`src/rtl/snp_cfg.svh`:
```
// constants of the second network parameter bank
// assumes inclusion by the bank module and its bench
`ifndef SNP_CFG_SVH
`define SNP_CFG_SVH

// register indices, byte address is four times the index
`define SNP_IDX_CHAN_INT    6'h10
`define SNP_IDX_CHAN_FRAC   6'h11
`define SNP_IDX_NET_ID      6'h13
`define SNP_IDX_SHORT       6'h15
`define SNP_IDX_LONG        6'h17
`define SNP_IDX_LAST_BYTE   6'h1E
`define SNP_IDX_CTRL        6'h1F
`define SNP_IDX_STATUS      6'h20

// field positions
`define SNP_INT_MSB         4
`define SNP_CTRL_ACTIVE     0
`define SNP_CTRL_COORD      2

// reset values
`define SNP_RST_INT         8'h00
`define SNP_RST_BYTE        8'hFF
`define SNP_RST_CTRL        8'h00

// synthesizer relation: (int + 64) * 65536 + frac units of ref/65536
`define SNP_INT_OFFSET      7'h40
`define SNP_REF_MHZ         32
`define SNP_FRAC_STEPS      65536

`endif

```
`src/rtl/snp_pkg.sv`:
```
// types of the second network parameter bank
// assumes the frame parser codes frame type and addressing as below
package snp_pkg;

    // received frame type
    typedef enum logic [1:0] {
        SNP_FT_BEACON = 2'h0,
        SNP_FT_DATA   = 2'h1,
        SNP_FT_ACK    = 2'h2,
        SNP_FT_CMD    = 2'h3
    } snp_frame_type;

    // destination addressing mode
    typedef enum logic [1:0] {
        SNP_AM_NONE  = 2'h0,
        SNP_AM_RSVD  = 2'h1,
        SNP_AM_SHORT = 2'h2,
        SNP_AM_LONG  = 2'h3
    } snp_addr_mode_type;

endpackage

```
`src/rtl/snp_param_bank.sv`:
```
// second network parameter bank with APB slave and frame address match
// assumes frame parser inputs and first set inputs on the same clock
`timescale 1ns/1ps
`default_nettype none
`include "snp_cfg.svh"

module snp_param_bank
    import snp_pkg::*;
(
    input  wire logic        clk,
    input  wire logic        rst,
    // apb slave
    input  wire logic        psel,
    input  wire logic        penable,
    input  wire logic        pwrite,
    input  wire logic [31:0] paddr,
    input  wire logic [31:0] pwdata,
    input  wire logic [3:0]  pstrb,
    output logic             pready,
    output logic [31:0]      prdata,
    output logic             pslverr,
    // first network parameter set
    input  wire logic [4:0]  first_channel_integer,
    input  wire logic [15:0] first_channel_fraction,
    input  wire logic [15:0] first_network_id,
    input  wire logic [15:0] first_short_address,
    input  wire logic [63:0] first_long_address,
    input  wire logic        first_network_coordinator_flag,
    // received frame header from the parser
    input  wire logic        frame_valid,
    input  wire logic [1:0]  frame_type,
    input  wire logic [1:0]  frame_dst_mode,
    input  wire logic [15:0] frame_dst_network_id,
    input  wire logic [15:0] frame_src_network_id,
    input  wire logic [63:0] frame_dst_address,
    // active set towards synthesizer and packet processor
    output logic             active_second,
    output logic [22:0]      channel_word,
    output logic [15:0]      active_network_id,
    output logic [15:0]      active_short_address,
    output logic [63:0]      active_long_address,
    // match verdict
    output logic             match_done,
    output logic             match_network,
    output logic             match_address,
    output logic             match_accept
);

    localparam int NBYTES = 15;

    // byte array, element 0 is the integer register
    logic [7:0]  bytes_reg [NBYTES];
    logic [7:0]  ctrl_reg;
    logic [31:0] prdata_reg;
    logic        pslverr_reg;
    logic        done_reg;
    logic        net_ok_reg;
    logic        addr_ok_reg;
    logic        accept_reg;
    logic [22:0] channel_reg;
    logic [15:0] net_id_reg;
    logic [15:0] short_reg;
    logic [63:0] long_reg;
    logic        sel_second_reg;

    // second set assembled from the bytes
    logic [4:0]  sec_int;
    logic [15:0] sec_frac;
    logic [15:0] sec_net;
    logic [15:0] sec_short;
    logic [63:0] sec_long;

    // decode word index from the byte address
    function automatic logic [5:0] word_index(input logic [31:0] a);
        word_index = a[7:2];
    endfunction

    // true for an index inside the byte array
    function automatic logic in_bank(input logic [5:0] i);
        in_bank = (i >= `SNP_IDX_CHAN_INT) && (i <= `SNP_IDX_LAST_BYTE);
    endfunction

    // array slot of a bank index
    function automatic logic [3:0] slot(input logic [5:0] i);
        logic [5:0] d;
        d = i - `SNP_IDX_CHAN_INT;
        slot = d[3:0];
    endfunction

    // true when the upper address bits select this bank and the address is word aligned
    function automatic logic hi_ok(input logic [31:0] a);
        hi_ok = (a[31:8] == 24'h000000) && (a[1:0] == 2'h0);
    endfunction

    logic [5:0] idx;
    logic       mapped;
    logic       wr_go;

    assign idx    = word_index(paddr);
    assign mapped = hi_ok(paddr) &&
                    (in_bank(idx) || idx == `SNP_IDX_CTRL ||
                     idx == `SNP_IDX_STATUS);
    // write lands only on the completing access edge
    assign wr_go  = psel && penable && pwrite && mapped && pstrb[0];

    // zero wait state slave, answer computed in the setup cycle
    assign pready  = 1'b1;
    assign prdata  = prdata_reg;
    assign pslverr = pslverr_reg;

    // byte registers, integer bits 7:5 held at zero
    // the status index is read only, a write to it is dropped quietly
    always_ff @(posedge clk) begin
        if (rst) begin
            bytes_reg[0] <= `SNP_RST_INT;
            for (int k = 1; k < NBYTES; k++) begin
                bytes_reg[k] <= `SNP_RST_BYTE;
            end
        end else if (wr_go && in_bank(idx)) begin
            if (idx == `SNP_IDX_CHAN_INT) begin
                bytes_reg[0] <= {3'h0, pwdata[`SNP_INT_MSB:0]};
            end else begin
                bytes_reg[slot(idx)] <= pwdata[7:0];
            end
        end
    end

    // control: active network and second coordinator flag
    always_ff @(posedge clk) begin
        if (rst) begin
            ctrl_reg <= `SNP_RST_CTRL;
        end else if (wr_go && idx == `SNP_IDX_CTRL) begin
            ctrl_reg <= {5'h00, pwdata[`SNP_CTRL_COORD], 1'b0,
                         pwdata[`SNP_CTRL_ACTIVE]};
        end
    end

    // read data and error latched during the setup cycle
    // a write that landed at the previous access edge is already visible,
    // so back to back write then read returns the new byte
    always_ff @(posedge clk) begin
        if (rst) begin
            prdata_reg  <= 32'h00000000;
            pslverr_reg <= 1'b0;
        end else if (psel && !penable) begin
            pslverr_reg <= !mapped;
            prdata_reg  <= 32'h00000000;
            if (!pwrite && mapped) begin
                if (in_bank(idx)) begin
                    prdata_reg <= {24'h000000, bytes_reg[slot(idx)]};
                end else if (idx == `SNP_IDX_CTRL) begin
                    prdata_reg <= {24'h000000, ctrl_reg};
                end else begin
                    prdata_reg <= {28'h0000000, accept_reg,
                                   addr_ok_reg, net_ok_reg,
                                   sel_second_reg};
                end
            end
        end
    end

    // assemble second set, lowest index is least significant
    always_comb begin
        sec_int   = bytes_reg[0][`SNP_INT_MSB:0];
        sec_frac  = {bytes_reg[2], bytes_reg[1]};
        sec_net   = {bytes_reg[4], bytes_reg[3]};
        sec_short = {bytes_reg[6], bytes_reg[5]};
        sec_long  = {bytes_reg[14], bytes_reg[13],
                     bytes_reg[12], bytes_reg[11],
                     bytes_reg[10], bytes_reg[9],
                     bytes_reg[8],  bytes_reg[7]};
    end

    // channel word from integer plus offset and fraction
    function automatic logic [22:0] chan_word(input logic [4:0]  i,
                                              input logic [15:0] f);
        logic [6:0] n;
        // seven bits hold the largest integer field plus the offset
        n = {2'h0, i} + `SNP_INT_OFFSET;
        chan_word = {n, f};
    endfunction

    // active parameter set chosen by the active network bit
    always_ff @(posedge clk) begin
        if (rst) begin
            sel_second_reg <= 1'b0;
            channel_reg    <= 23'h000000;
            net_id_reg     <= 16'hFFFF;
            short_reg      <= 16'hFFFF;
            long_reg       <= 64'hFFFFFFFFFFFFFFFF;
        end else if (ctrl_reg[`SNP_CTRL_ACTIVE]) begin
            sel_second_reg <= 1'b1;
            channel_reg    <= chan_word(sec_int, sec_frac);
            net_id_reg     <= sec_net;
            short_reg      <= sec_short;
            long_reg       <= sec_long;
        end else begin
            sel_second_reg <= 1'b0;
            channel_reg    <= chan_word(first_channel_integer,
                                        first_channel_fraction);
            net_id_reg     <= first_network_id;
            short_reg      <= first_short_address;
            long_reg       <= first_long_address;
        end
    end

    assign active_second        = sel_second_reg;
    assign channel_word         = channel_reg;
    assign active_network_id    = net_id_reg;
    assign active_short_address = short_reg;
    assign active_long_address  = long_reg;

    // coordinator flag of the selected network
    logic coord;
    assign coord = sel_second_reg ? ctrl_reg[`SNP_CTRL_COORD]
                                  : first_network_coordinator_flag;

    // network and address comparison for one frame header
    logic net_ok;
    logic addr_ok;
    logic data_or_cmd;

    assign data_or_cmd = (frame_type == SNP_FT_DATA) ||
                         (frame_type == SNP_FT_CMD);

    always_comb begin
        net_ok  = 1'b0;
        addr_ok = 1'b0;
        // ack frames that carry an address mode are judged like data;
        // frame type filtering sits upstream of this compare
        if (frame_type == SNP_FT_BEACON) begin
            net_ok  = (frame_src_network_id == net_id_reg);
            addr_ok = net_ok;
        end else begin
            case (frame_dst_mode)
                SNP_AM_NONE: begin
                    if (coord && data_or_cmd) begin
                        net_ok  = (frame_src_network_id == net_id_reg);
                        addr_ok = net_ok;
                    end
                end
                SNP_AM_SHORT: begin
                    net_ok  = (frame_dst_network_id == net_id_reg);
                    addr_ok = (frame_dst_address[15:0] == short_reg);
                end
                SNP_AM_LONG: begin
                    net_ok  = (frame_dst_network_id == net_id_reg);
                    addr_ok = (frame_dst_address == long_reg);
                end
                default: begin
                    net_ok  = 1'b0;
                    addr_ok = 1'b0;
                end
            endcase
        end
    end

    // registered verdict, one cycle after the header strobe
    always_ff @(posedge clk) begin
        if (rst) begin
            done_reg <= 1'b0;
        end else begin
            done_reg <= frame_valid;
        end
    end

    // verdict bits held until the next frame
    always_ff @(posedge clk) begin
        if (rst) begin
            net_ok_reg  <= 1'b0;
            addr_ok_reg <= 1'b0;
            accept_reg  <= 1'b0;
        end else if (frame_valid) begin
            net_ok_reg  <= net_ok;
            addr_ok_reg <= addr_ok;
            accept_reg  <= net_ok && addr_ok;
        end
    end

    assign match_done    = done_reg;
    assign match_network = net_ok_reg;
    assign match_address = addr_ok_reg;
    assign match_accept  = accept_reg;

endmodule

`default_nettype wire

```
`config.mk`:
```
export PLATFORM = sky130hd
export DESIGN_NAME = snp_param_bank
export DESIGN_NICKNAME = d
export VERILOG_FILES = /design/src/rtl/snp_pkg.sv /design/src/rtl/snp_param_bank.sv
export VERILOG_INCLUDE_DIRS = /design/src /design/src/rtl
export SDC_FILE = /design/constraint.sdc
export NUM_CORES = 1
export LEC_CHECK = 0
export ABC_CLOCK_PERIOD_IN_PS = 4800
export BUFFER_PORTS_ARGS = -buffer_cell sky130_fd_sc_hd__buf_4
export CORE_AREA = 5 5 172 174
export CTS_CLUSTER_SIZE = 12
export DETAILED_ROUTE_END_ITERATION = 16
export DIE_AREA = 0 0 177 179
export PLACE_DENSITY = 0.74
export SLEW_MARGIN = 20
export SYNTH_ARGS = -nofsm -noshare
export SYNTH_HDL_FRONTEND = slang
export SYNTH_SLANG_ARGS = --single-unit
```
`constraint.sdc`:
```
create_clock -name clk -period 4.8 [get_ports clk]
set_clock_uncertainty 0.05 [all_clocks]
set_input_delay 0.48 -clock clk [delete_from_list [all_inputs] [get_ports clk]]
set_output_delay 0.48 -clock clk [all_outputs]
set_load 0.01 [all_outputs]
```
==> results of run 1 <==
[per-stage QoR]
step	cell area (um2)	worst slack [ns]	instances	hold slack [ns]	utilization (%)
floorplan	12400	2.52	1048	0.408	-
global placement	15400	1.30	1748	0.395	55.8
detailed placement	15400	1.25	1748	0.406	55.8
CTS	16300	1.77	1799	0.0944	59.1
global route	16300	1.61	1799	0.104	59.1
finish	16300	1.81	1799	0.117	59.1
[cells in the mapped netlist (3+ instances only)]
cell type and instances:
sky130_fd_sc_hd__and4_1 3, sky130_fd_sc_hd__nand2b_1 8, sky130_fd_sc_hd__nor2_1 37, sky130_fd_sc_hd__buf_2 3, sky130_fd_sc_hd__nand3_4 10, sky130_fd_sc_hd__or2_1 112, sky130_fd_sc_hd__and2b_1 3, sky130_fd_sc_hd__nor4_1 24
sky130_fd_sc_hd__mux2i_1 123, sky130_fd_sc_hd__nand3_1 5, sky130_fd_sc_hd__buf_1 13, sky130_fd_sc_hd__inv_1 5, sky130_fd_sc_hd__mux4_2 36, sky130_fd_sc_hd__a21oi_1 6, sky130_fd_sc_hd__buf_4 31, sky130_fd_sc_hd__nand2_1 126
sky130_fd_sc_hd__nor2b_1 4, sky130_fd_sc_hd__xor2_1 42, sky130_fd_sc_hd__a211oi_1 3, sky130_fd_sc_hd__dfxtp_1 134, sky130_fd_sc_hd__and2_1 7, sky130_fd_sc_hd__nand4_1 23, sky130_fd_sc_hd__xnor2_1 66, sky130_fd_sc_hd__edfxtp_1 128
sky130_fd_sc_hd__a22oi_1 6, sky130_fd_sc_hd__clkbuf_1 28
[layer usage]
layer  track usage, %  part of all wire [%]  vias up
met5                0                 0.071        -
met4             5.61                   1.9        4
met3             5.38                   8.2       45
met2             43.0                    51      383
met1             31.1                    39     4443
li1                 -                     -     4278
[worst register-to-register path, stage by stage, from the launching register on]
cell and delay, ns:
sky130_fd_sc_hd__dfxtp_1 0.35, sky130_fd_sc_hd__xnor2_1 0.42, sky130_fd_sc_hd__nand4_1 0.15, sky130_fd_sc_hd__nor4_1 0.35
sky130_fd_sc_hd__and3_1 0.28, sky130_fd_sc_hd__a211oi_1 0.19, sky130_fd_sc_hd__nor4_1 0.31
[cells by family after synthesis]
group,count (synthesis)
AO/OA/AOI/OAI,28
XOR/XNOR,108
buffers and inverters,83
flip-flops,262
multiplexers,160
other,2
AND/OR/NAND/NOR,370
[worst paths after layout]
check                          from                 endpoint  slack [ns]  cells past startpoint
min          first_long_address[18]  active_long_address[18]        0.12                      3
min reg2reg               prdata[3]                prdata[3]        0.41                      2
max reg2reg  active_long_address[4]             match_accept        2.60                      6
max                        paddr[2]         bytes_reg[13][5]        1.81                      6
[area by class of cell]
cell class / count / area, um2
Fill cell: 2314 / 11300
Sequential cell: 262 / 6530
Multi-Input combinational cell: 703 / 5370
Timing Repair Buffer: 400 / 3020
Clock buffer: 48 / 913
Tap cell: 378 / 473
Inverter: 5 / 20.0
Clock inverter: 3 / 16.3
[power groups by stage]
| stage | logic, mW | clock network, mW | registers (mW) |
|---|---|---|---|
| 3_3_place_gp | 0.657 | 0 | 2.59 |
| 2_1_floorplan | 0.291 | 0 | 2.58 |
| 6_report | 0.668 | 2.13 | 2.55 |
| 4_1_cts | 0.670 | 2.17 | 2.55 |
| 3_5_place_dp | 0.665 | 0 | 2.60 |
| 5_1_grt | 0.716 | 2.27 | 2.56 |
==> summary.txt, run 1 <==
STA
  • Final critical delay including setup and external delays: 2.99 ns
  • Slew @ Worst Pin: 0.975 ns
  • Final Slew Violations: 0
  • Final setup TNS: 0 ns
  • Worst slew margin relative to its limit: 35.0%
  • RSZ-0062 raised after global routing: false
  • Final setup viols: 0
  • Highest clock frequency the design can meet: 335 MHz
  • Number of failing hold endpoints at the final stage: 0
  • Share of the clock period used by the worst path: 62.2%

Detailed routing
  • Vias per cell: 5.09
  • Total vias in the final route: 9,153
  • DR DRC count: 0
  • Number of DRC markers after the initial detailed-route iteration: 733
  • Routed wire length per instance: 22.8 um
  • Detailed Routing Iterations Pass 1: 5
  • Number of nets with antenna violations after detailed routing: 0
  • Detailed Route WL: 41,000 um

Synthesis
  • Post-synthesis share of cell area spent on full adders, half adders and majority gates: 0%
  • Post-synthesis cell type count: 46
  • Cell count after synthesis: 1,013
  • Share of the yosys chip area belonging to registers: 53.4%
  • Yosys synthesis warning count: 0
  • Mapped Avg Cell Area: 12.1 um2
  • Largest family of logic cells by synthesized area: multiplexers
  • Post-synth top area share: 31.4%
  • Leading cell types by total area after synthesis: sky130_fd_sc_hd__edfxtp_1 (31%), sky130_fd_sc_hd__dfxtp_1 (22%), sky130_fd_sc_hd__mux2i_1 (10%)
  • Mux share of post-synthesis cell area: 16.8%
  • Post-synthesis async set-or-reset flop share: 0%
  • Number of storage elements in the synthesis netlist: 262
  • Synth Area in Compound Gates: 1.62%
  • Area of the mapped netlist: 0.0122 mm2
  • Synthesized-area fraction occupied by xor and xnor cells: 7.74%
  • Ys flop type: sky130_fd_sc_hd__dfxtp_1
  • Library cell occupying the most area in the post-synthesis netlist: sky130_fd_sc_hd__edfxtp_1
  • Number of enable flip-flop cells after synthesis: 128
  • Simple-Gate Fraction of Synth Area: 16.7%

Floorplanning
  • Number of placed I/O pins: 450
  • Die Wd: 177 um
  • Placement Rows: 61
  • Chip Height: 179 um
  • Initial Util: 44.2%
  • Die area: 0.0317 mm2
  • Core outline area: 0.0276 mm2

Pwr
  • Cell Int Power: 4.09 mW
  • Pwr Density: 328 mW/mm2
  • Switching power: 1.26 mW
  • Highest ir drop seen on vdd: 0.217 mV
  • P_leak: 6.27 nW
  • Share of total power consumed by net switching: 23.6%
  • Total power draw: 5.35 mW
  • Logic gate share of total power: 12.5%
  • Clk pwr share: 39.9%
  • Sequential fraction of design power: 47.7%

Setup path
  • Signal arrival time at the worst endpoint: 3.11 ns
  • Highest fanout seen on the critical path: 41
  • WP buf/inv: 1
  • Crit path max-delay family: simple AND/OR/NAND/NOR gates
  • Critical path, cell by cell: buf_4 > nor4_1 > nor2_1 > and4_1 > nand3_1 > nand2_1
  • Setup CP Type: input port to flip-flop
  • Cell with the largest stage delay on the worst path: sky130_fd_sc_hd__and4_1
  • Launching element type of the critical path: input port
  • Endpoint required time on the critical path: 4.93 ns
  • Maximum cell stage delay along the critical path: 0.81 ns
  • Kind of end point of the critical path: flip-flop

CTS
  • Number of hold-repair buffers added at the cts stage: 0
  • Cells resized by post-CTS repair: 0
  • Root buffer cell: sky130_fd_sc_hd__clkbuf_16
  • Clock transition at the registers of the reported paths: 0.06 ns
  • Setup Fix Bufs, Post-CTS: 0
  • Count of clock tree sinks: 262
  • Skew-Pair Late Insertion Delay: 0.53 ns
  • Clock buffers created by TritonCTS: 28
  • # H-tree levels: 1
  • CTS max path bufs: 3
  • Clock tree from TritonCTS: yes

Final layout
  • Leading cell types in the layout, fill and taps excluded: sky130_fd_sc_hd__buf_4 (399), sky130_fd_sc_hd__dfxtp_1 (133), sky130_fd_sc_hd__edfxtp_1 (128)
  • Antenna diode instance count: 0
  • Commonest non-fill, non-tap cell in the layout: sky130_fd_sc_hd__buf_4
  • Number of nets in the final layout: 1,692
  • Synthesis-to-layout area growth: 33.7%
  • Number of flip-flops under the largest register name: 128
  • Share of post-route cells with drive strength above 1: 35.0%

GRT
  • Initial antenna violation count: 3
  • Vias in the first global route: 9,342
  • Pin count of the biggest net entering global routing: 68
  • Global router's overall resource usage: 24.5%
  • Gr ovfl total: 0
  • Global-route wire length before repair: 58,200 um

Worst hold path
  • Worst hold path type: input port to flip-flop

Run status
  • Run status: finished, final reports clean

Placed design
  • # port buffers: 396
  • Detailed-placement wirelength estimate: 32,000 um
  • Global placer's final weighted congestion: 0.889

Flow run
  • Reported max-cap violation count: 0
Note: power is estimated with default switching activity, not from simulation.
==> run 2, diff against run 1 <==
--- a/config.mk
+++ b/config.mk
@@ -6,13 +6,14 @@
 export SDC_FILE = /design/constraint.sdc
 export NUM_CORES = 1
 export LEC_CHECK = 0
-export ABC_CLOCK_PERIOD_IN_PS = 4800
+export ABC_AREA = 1
+export ABC_CLOCK_PERIOD_IN_PS = 3000
 export BUFFER_PORTS_ARGS = -buffer_cell sky130_fd_sc_hd__buf_4
-export CORE_AREA = 5 5 172 174
+export CORE_AREA = 5 5 174 176
 export CTS_CLUSTER_SIZE = 12
 export DETAILED_ROUTE_END_ITERATION = 16
-export DIE_AREA = 0 0 177 179
-export PLACE_DENSITY = 0.74
+export DIE_AREA = 0 0 179 181
+export PLACE_DENSITY = 0.76
 export SLEW_MARGIN = 20
 export SYNTH_ARGS = -nofsm -noshare
 export SYNTH_HDL_FRONTEND = slang
==> constraint.sdc (replaced) <==
create_clock -name clk -period 3 [get_ports clk]
set_clock_uncertainty 0.05 [all_clocks]
set_input_delay 0.3 -clock clk [delete_from_list [all_inputs] [get_ports clk]]
set_output_delay 0.3 -clock clk [all_outputs]
set_load 0.01 [all_outputs]
==> run 2 against run 1 <==
Compared with the run above: the run now ends with negative hold slack left; register-to-register slack got worse by 1.4 ns; non-clock buffer count increased by 151; combinational power grew 100%; sequential share of layout area decreased by 4.8 points; synthesized cell count increased by 69%; die area up 2.3%; critical path type unchanged; highest routed layer is now met4.
==> summary.txt, run 2 <==
Setup path
  • Signal arrival time at the worst endpoint: 2.44 ns (was 3.11 ns)
  • Launching element type of the critical path: input port (unchanged)
  • Kind of end point of the critical path: flip-flop (unchanged)
  • Endpoint required time on the critical path: 3.19 ns (was 4.93 ns)
  • Reg2reg path depth: 12 (was 6)
  • Terminus of the critical flop-to-flop path: match_accept (unchanged)
  • Start of the worst register-to-register path: active_network_id[1] (was active_long_address[4])
  • Highest fanout seen on the critical path: 9 (was 41)
  • Worst-case register-to-register setup slack: 1.21 ns (was 2.60 ns)
  • Critical path endpoint: bytes_reg[4][0] (was bytes_reg[13][5])
  • Timing startpoint of the critical path: paddr[25] (was paddr[2])
  • Setup CP Type: input port to flip-flop (unchanged)

Placed design
  • Detailed-placement wirelength estimate: 39,300 um (was 32,000 um)
  • # port buffers: 396 (unchanged)
  • Global placer's final weighted congestion: 0.932 (was 0.889)
  • Worst slack at placement: 0.242 ns (was 1.25 ns)

Run status
  • Violated checks: negative hold slack
  • Run status: complete, but fails checks (was finished, final reports clean)

Synthesis
  • Yosys synthesis warning count: 0 (unchanged)
  • Number of enable flip-flop cells after synthesis: 128 (unchanged)
  • Leading cell types by total area after synthesis: sky130_fd_sc_hd__edfxtp_1 (29%), sky130_fd_sc_hd__dfxtp_1 (20%), sky130_fd_sc_hd__nand2_1 (13%) (was sky130_fd_sc_hd__edfxtp_1 (31%), sky130_fd_sc_hd__dfxtp_1 (22%), sky130_fd_sc_hd__mux2i_1 (10%))
  • Most frequent cells after synthesis: sky130_fd_sc_hd__nand2_1 (466), sky130_fd_sc_hd__inv_1 (206), sky130_fd_sc_hd__nor2_1 (178) (was sky130_fd_sc_hd__dfxtp_1 (134), sky130_fd_sc_hd__edfxtp_1 (128), sky130_fd_sc_hd__nand2_1 (126))
  • Number of storage elements in the synthesis netlist: 262 (unchanged)
  • Library cell occupying the most area in the post-synthesis netlist: sky130_fd_sc_hd__edfxtp_1 (unchanged)
  • Post-synth top area share: 29.1% (was 31.4%)
  • Mapped Avg Cell Area: 7.72 um2 (was 12.1 um2)
  • Post-synthesis async set-or-reset flop share: 0% (unchanged)
  • Cell count after synthesis: 1,708 (was 1,013)
  • Most common cell in the netlist: sky130_fd_sc_hd__nand2_1 (was sky130_fd_sc_hd__dfxtp_1)
  • Area of the mapped netlist: 0.0132 mm2 (was 0.0122 mm2)
  • Ys flop type: sky130_fd_sc_hd__dfxtp_1 (unchanged)
  • Share of the yosys chip area belonging to registers: 49.5% (was 53.4%)
  • Post-synthesis cell type count: 37 (was 46)

STA
  • Final setup TNS: 0 ns (unchanged)
  • Final critical delay including setup and external delays: 2.25 ns
  • Final Hold Slack: -0.0121 ns (was 0.117 ns)
  • Worst setup margin: 0.754 ns (was 1.81 ns)
  • RSZ-0062 raised after global routing: false (unchanged)
  • Number of failing hold endpoints at the final stage: 1 (was 0)
  • Final setup viols: 0 (unchanged)
  • Highest clock frequency the design can meet: 445 MHz
  • Final Slew Violations: 0 (unchanged)
  • Share of the clock period used by the worst path: 74.9%
  • Slew @ Worst Pin: 0.873 ns (was 0.975 ns)
  • Worst slew margin relative to its limit: 41.8% (was 35.0%)

Pwr
  • Logic gate share of total power: 15.1% (was 12.5%)
  • Sequential fraction of design power: 45.5% (was 47.7%)
  • Switching power: 2.28 mW (was 1.26 mW)
  • P_leak: 8.85 nW (was 6.27 nW)
  • Share of total power consumed by net switching: 25.4% (was 23.6%)
  • Clk pwr share: 39.4% (was 39.9%)
  • Pwr Density: 483 mW/mm2 (was 328 mW/mm2)
  • Highest ir drop seen on vdd: 0.393 mV (was 0.217 mV)
  • Cell Int Power: 6.69 mW (was 4.09 mW)

Floorplanning
  • Die area: 0.0324 mm2 (was 0.0317 mm2)
  • Number of placed I/O pins: 450 (unchanged)
  • Die Wd: 179 um (was 177 um)
  • Chip Height: 181 um (was 179 um)
  • Initial Util: 46.3% (was 44.2%)
  • Placement Rows: 62 (was 61)
  • Core outline area: 0.0285 mm2 (was 0.0276 mm2)

GRT
  • Pin count of the biggest net entering global routing: 87 (was 68)
  • Initial antenna violation count: 3 (unchanged)
  • Gr ovfl total: 0 (unchanged)
  • Global router's overall resource usage: 31.3% (was 24.5%)
  • Global-route wire length before repair: 78,100 um (was 58,200 um)
  • Vias in the first global route: 13,600 (was 9,342)

Detailed routing
  • Total vias in the final route: 13,900 (was 9,153)
  • Vias per cell: 5.33 (was 5.09)
  • Number of nets with antenna violations after detailed routing: 0 (unchanged)
  • Number of DRC markers after the initial detailed-route iteration: 1,600 (was 733)
  • DR DRC count: 0 (unchanged)
  • Detailed Routing Iterations Pass 1: 6 (was 5)
  • Routed wire length per instance: 20.3 um (was 22.8 um)
  • Detailed Route WL: 53,000 um (was 41,000 um)

Final layout
  • Synthesis-to-layout area growth: 40.9% (was 33.7%)
  • Number of nets in the final layout: 2,490 (was 1,692)
  • Leading cell types in the layout, fill and taps excluded: sky130_fd_sc_hd__nand2_1 (466), sky130_fd_sc_hd__buf_4 (431), sky130_fd_sc_hd__inv_1 (205) (was sky130_fd_sc_hd__buf_4 (399), sky130_fd_sc_hd__dfxtp_1 (133), sky130_fd_sc_hd__edfxtp_1 (128))
  • Number of flip-flops under the largest register name: 128 (unchanged)
  • Share of post-route cells with drive strength above 1: 22.3% (was 35.0%)
  • Commonest non-fill, non-tap cell in the layout: sky130_fd_sc_hd__nand2_1 (was sky130_fd_sc_hd__buf_4)
  • Fin util: 65.3% (was 59.1%)

CTS
  • Clock transition at the registers of the reported paths: 0.06 ns (about the same)
  • Clock buffers created by TritonCTS: 29 (was 28)
  • Count of clock tree sinks: 262 (unchanged)
  • Cells resized by post-CTS repair: 0 (unchanged)
  • Clock tree from TritonCTS: yes (unchanged)
  • Root buffer cell: sky130_fd_sc_hd__clkbuf_16 (unchanged)
  • Setup Fix Bufs, Post-CTS: 0 (unchanged)
  • Skew-Pair Late Insertion Delay: 0.54 ns (was 0.53 ns)
  • # H-tree levels: 1 (unchanged)
  • CTS max path bufs: 3 (unchanged)

Flow run
  • Reported max-cap violation count: 0 (unchanged)

Worst hold path
  • Worst hold path type: input port to flip-flop (unchanged)
[run 2: layout make-up]
type,instances,area [um2]
fill,2363,9890
sequential,262,6530
multi-input combinational,1142,5340
timing repair buffer,551,4490
inverter,212,803
clock buffer,41,771
tap,384,480
clock inverter,12,160
antenna,3,7.51
[run 2: worst min path at each step]
stage	from	slack, ns	cells past startpoint	end
2_1_floorplan	rst	0.32	1	prdata[7]
3_3_place_gp	prdata[0]	0.40	2	prdata[0]
3_5_place_dp	prdata[5]	0.41	2	prdata[5]
4_1_cts	first_channel_integer[3]	0.0005	3	channel_word[19]
5_1_grt	first_long_address[5]	0.01	3	active_long_address[5]
6_report	first_long_address[5]	-0.01	3	active_long_address[5]
[run 2: through the flow]
stage	power, mW	cells	cell area [um2]
final	8.97	2607	18600
after global routing	9.28	2607	18600
after CTS	8.95	2604	18600
after detailed placement	5.34	2436	16500
after global placement	5.31	2436	16500
after floorplan	4.66	1743	13300
[run 2: worst max-delay path, cell delays in order]
cell                      delay, ns
sky130_fd_sc_hd__buf_4         0.11
sky130_fd_sc_hd__nor2_1        0.11
sky130_fd_sc_hd__nand2_1       0.06
sky130_fd_sc_hd__nor2_1        0.11
sky130_fd_sc_hd__nand2_1       0.09
sky130_fd_sc_hd__nor2_1        0.29
sky130_fd_sc_hd__nand3_1       0.12
sky130_fd_sc_hd__nor2_1        0.19
sky130_fd_sc_hd__nand3_1       0.36
sky130_fd_sc_hd__buf_4         0.30
sky130_fd_sc_hd__o21ai_0       0.17
sky130_fd_sc_hd__buf_4         0.21
[run 2: timing repair]
action | CTS | global route
endpoints found under the hold margin | 115 | 0
setup endpoints to repair | 0 | 0
hold buffers | 115 | 0
[run 2: cell families after synthesis]
family | synth area share, %
AND/OR/NAND/NOR | 28.5
buffers and inverters | 11.1
flip-flops | 49.5
AO/OA/AOI/OAI | 8.87
XOR/XNOR | 1.99
other | 0.0569
[run 2: power groups by stage]
| stage | logic [mW] | clock network, mW | registers [mW] |
|---|---|---|---|
| detailed placement | 1.19 | 0 | 4.15 |
| finish | 1.36 | 3.54 | 4.08 |
| global route | 1.47 | 3.73 | 4.09 |
| floorplan | 0.528 | 0 | 4.13 |
| CTS | 1.33 | 3.55 | 4.07 |
| global placement | 1.17 | 0 | 4.14 |
[run 2: per-layer routing]
layer / wire length, um / up-vias / GRT usage, %
met5: 0 / - / 0
met4: 2860 / 0 / 14.9
met2: 24600 / 900 / 50.9
li1: - / 6519 / -
met1: 19900 / 6310 / 40.1
met3: 5620 / 161 / 5.87
==> run 3, diff against run 2 <==
--- a/config.mk
+++ b/config.mk
@@ -7,7 +7,7 @@
 export NUM_CORES = 1
 export LEC_CHECK = 0
 export ABC_AREA = 1
-export ABC_CLOCK_PERIOD_IN_PS = 3000
+export ABC_CLOCK_PERIOD_IN_PS = 2300
 export BUFFER_PORTS_ARGS = -buffer_cell sky130_fd_sc_hd__buf_4
 export CORE_AREA = 5 5 174 176
 export CTS_CLUSTER_SIZE = 12
==> constraint.sdc (replaced) <==
create_clock -name clk -period 2.3 [get_ports clk]
set_clock_uncertainty 0.05 [all_clocks]
set_input_delay 0.23 -clock clk [delete_from_list [all_inputs] [get_ports clk]]
set_output_delay 0.23 -clock clk [all_outputs]
set_load 0.01 [all_outputs]
==> run 3 against run 2 <==
Compared with the run above: the flow now finishes without violations; combinational power grew 36%; worst hold slack gained 0.060 ns; via count grew 3.2%; die area is the same; register-to-register slack lost 1.1 ns; critical path type unchanged; largest power group unchanged.
==> summary.txt, run 3 (same netlist as run 2, synthesis figures left out) <==
Floorplanning
  • Core outline area: 0.0285 mm2 (unchanged)
  • Initial Util: 46.3% (unchanged)
  • Placement Rows: 62 (unchanged)
  • Chip Height: 181 um (unchanged)
  • Die area: 0.0324 mm2 (unchanged)
  • Die Wd: 179 um (unchanged)
  • Number of placed I/O pins: 450 (unchanged)

Final layout
  • Total area of sequential cells: 0.00653 mm2 (about the same)
  • Layout Cells excl Fill: 2,647 (was 2,607)
  • Leading cell types in the layout, fill and taps excluded: sky130_fd_sc_hd__nand2_1 (465), sky130_fd_sc_hd__buf_4 (451), sky130_fd_sc_hd__inv_1 (205) (was sky130_fd_sc_hd__nand2_1 (466), sky130_fd_sc_hd__buf_4 (431), sky130_fd_sc_hd__inv_1 (205))
  • Commonest non-fill, non-tap cell in the layout: sky130_fd_sc_hd__nand2_1 (unchanged)
  • Area of the multi-input gates: 0.00536 mm2 (was 0.00534 mm2)
  • Number of flip-flops under the largest register name: 128 (unchanged)
  • Number of nets in the final layout: 2,527 (was 2,490)
  • Fillers: 2,304 (was 2,363)
  • Synthesis-to-layout area growth: 43.6% (was 40.9%)
  • Share of post-route cells with drive strength above 1: 23.3% (was 22.3%)

Detailed routing
  • Number of DRC markers after the initial detailed-route iteration: 1,658 (was 1,600)
  • Routed wire length per instance: 20.7 um (was 20.3 um)
  • Vias per cell: 5.42 (was 5.33)
  • Detailed Routing Iterations Pass 1: 6 (unchanged)
  • Detailed Route WL: 54,700 um (was 53,000 um)
  • Total vias in the final route: 14,300 (was 13,900)
  • Number of nets with antenna violations after detailed routing: 0 (unchanged)
  • DR DRC count: 0 (unchanged)

Run status
  • Run status: finished, final reports clean (was complete, but fails checks)

GRT
  • Vias in the first global route: 13,800 (was 13,600)
  • Initial antenna violation count: 5 (was 3)
  • Pin count of the biggest net entering global routing: 57 (was 87)
  • Global-route wire length before repair: 80,200 um (was 78,100 um)
  • Global router's overall resource usage: 32.2% (was 31.3%)
  • Gr ovfl total: 0 (unchanged)

STA
  • Final setup TNS: 0 ns (unchanged)
  • Share of the clock period used by the worst path: 96.8%
  • Final Slew Violations: 0 (unchanged)
  • Number of failing hold endpoints at the final stage: 0 (was 1)
  • Worst setup margin: 0.0737 ns (was 0.754 ns)
  • Final critical delay including setup and external delays: 2.23 ns
  • Highest clock frequency the design can meet: 449 MHz
  • Worst slew margin relative to its limit: 42.6% (was 41.8%)
  • Final setup viols: 0 (unchanged)
  • Slew @ Worst Pin: 0.860 ns (was 0.873 ns)

Placed design
  • # port buffers: 396 (unchanged)
  • Detailed-placement wirelength estimate: 40,000 um (was 39,300 um)
  • Worst slack at placement: 0.00570 ns (was 0.242 ns)
  • Global placer's final weighted congestion: 0.938 (was 0.932)
  • Number of cells after detailed placement: 2,459 (was 2,436)

Setup path
  • Signal arrival time at the worst endpoint: 2.42 ns (was 2.44 ns)
  • Kind of end point of the critical path: flip-flop (unchanged)
  • Launching element type of the critical path: input port (unchanged)
  • Terminus of the critical flop-to-flop path: match_network (was match_accept)
  • Start of the worst register-to-register path: active_network_id[7] (was active_network_id[1])
  • Endpoint required time on the critical path: 2.50 ns (was 3.19 ns)
  • Worst-case register-to-register setup slack: 0.14 ns (was 1.21 ns)
  • Reg2reg path depth: 9 (was 12)
  • Setup CP Type: input port to flip-flop (unchanged)
  • Highest fanout seen on the critical path: 8 (was 9)

Worst hold path
  • Cell depth of the worst hold path: 3 (unchanged)
  • Worst min-delay path endpoint: active_long_address[51] (was active_long_address[5])
  • Worst hold path type: input port to flip-flop (unchanged)
  • Launch instance of the worst min-delay path: first_long_address[51] (was first_long_address[5])

CTS
  • Skew-Pair Late Insertion Delay: 0.55 ns (was 0.54 ns)
  • Clock tree from TritonCTS: yes (unchanged)
  • Clock buffers created by TritonCTS: 28 (was 29)
  • Clock transition at the registers of the reported paths: 0.06 ns (about the same)
  • CTS max path bufs: 3 (unchanged)
  • Count of clock tree sinks: 262 (unchanged)
  • # H-tree levels: 1 (unchanged)
  • Root buffer cell: sky130_fd_sc_hd__clkbuf_16 (unchanged)

Pwr
  • Highest ir drop seen on vdd: 0.526 mV (was 0.393 mV)
  • Pwr Density: 612 mW/mm2 (was 483 mW/mm2)
  • P_leak: 9.03 nW (was 8.85 nW)

Flow run
  • Reported max-cap violation count: 0 (unchanged)
## run 3: changes by cell type in the layout (fill, tap and decap cells not counted), moves of 3 or more
cell / change
sky130_fd_sc_hd__buf_4: +20
sky130_fd_sc_hd__dlygate4sd3_1: +13
sky130_fd_sc_hd__o21ai_0: -6
sky130_fd_sc_hd__o21ai_1: +6
sky130_fd_sc_hd__buf_12: +5
sky130_fd_sc_hd__clkbuf_8: +4
sky130_fd_sc_hd__bufinv_16: -3
sky130_fd_sc_hd__diode_2: +3
## run 3: final cells by class
cell class | count | share of cell area [%]
diodes | 6 | 0.0793
clock buffers | 46 | 4.38
clock inverters | 6 | 0.317
inverters | 212 | 4.24
multi-input cells | 1142 | 28.3
flip-flops and latches | 262 | 34.5
well taps | 384 | 2.54
repair buffers | 589 | 25.7
## run 3: worst max-delay path by stage
stage	startpoint	endpoint	slack [ns]
2_1_floorplan	paddr[2]	bytes_reg[10][0]	0.009
3_3_place_gp	paddr[23]	bytes_reg[7][7]	0.03
3_5_place_dp	paddr[28]	bytes_reg[4][0]	0.006
4_1_cts	paddr[5]	bytes_reg[7][7]	0.01
5_1_grt	penable	bytes_reg[6][3]	-0.02
6_report	paddr[5]	bytes_reg[4][4]	0.07
## run 3: what timing repair did
action                                  4_1_cts  5_1_grt
buffers inserted                              0        2
endpoints found under the setup margin        0      193
resized for setup                             0       12
hold buffers                                128        0
endpoints found under the hold margin       138        0
## run 3: metrics by stage
| step | area [um2] | utilization (%) | power [mW] | hold slack [ns] |
|---|---|---|---|---|
| finish | 18900 | 66.5 | 11.6 | 0.0477 |
| global route | 18900 | 66.5 | 12.0 | 0.0477 |
| CTS | 18900 | 66.4 | 11.5 | 0.00606 |
| detailed placement | 16700 | 58.8 | 7.00 | 0.369 |
| global placement | 16700 | 58.8 | 6.97 | 0.369 |
| floorplan | 13300 | - | 6.07 | 0.249 |
## run 3: layer usage
layer  GRT usage [%]  share of wire, %
met1            41.3                37
met2            52.8                47
met3            6.33                12
met4            13.5               4.7
met5               0                 0
## run 3: worst max-delay path, stage by stage
cell                            delay, ns
sky130_fd_sc_hd__dlygate4sd3_1       0.56
sky130_fd_sc_hd__buf_4               0.15
sky130_fd_sc_hd__inv_1               0.09
sky130_fd_sc_hd__nand2_2             0.08
sky130_fd_sc_hd__nor2_4              0.14
sky130_fd_sc_hd__nand3_1             0.10
sky130_fd_sc_hd__nand2_2             0.12
sky130_fd_sc_hd__nand3_1             0.10
sky130_fd_sc_hd__nor2_2              0.20
sky130_fd_sc_hd__nand3_2             0.10
sky130_fd_sc_hd__buf_4               0.17
sky130_fd_sc_hd__o21ai_0             0.17
sky130_fd_sc_hd__buf_4               0.22
## run 3: power by group
part | internal, mW | switching (mW)
Sequential | 5.13 | 0.188
Clock | 2.57 | 1.86
Combinational | 0.875 | 0.975
Total | 8.57 | 3.03
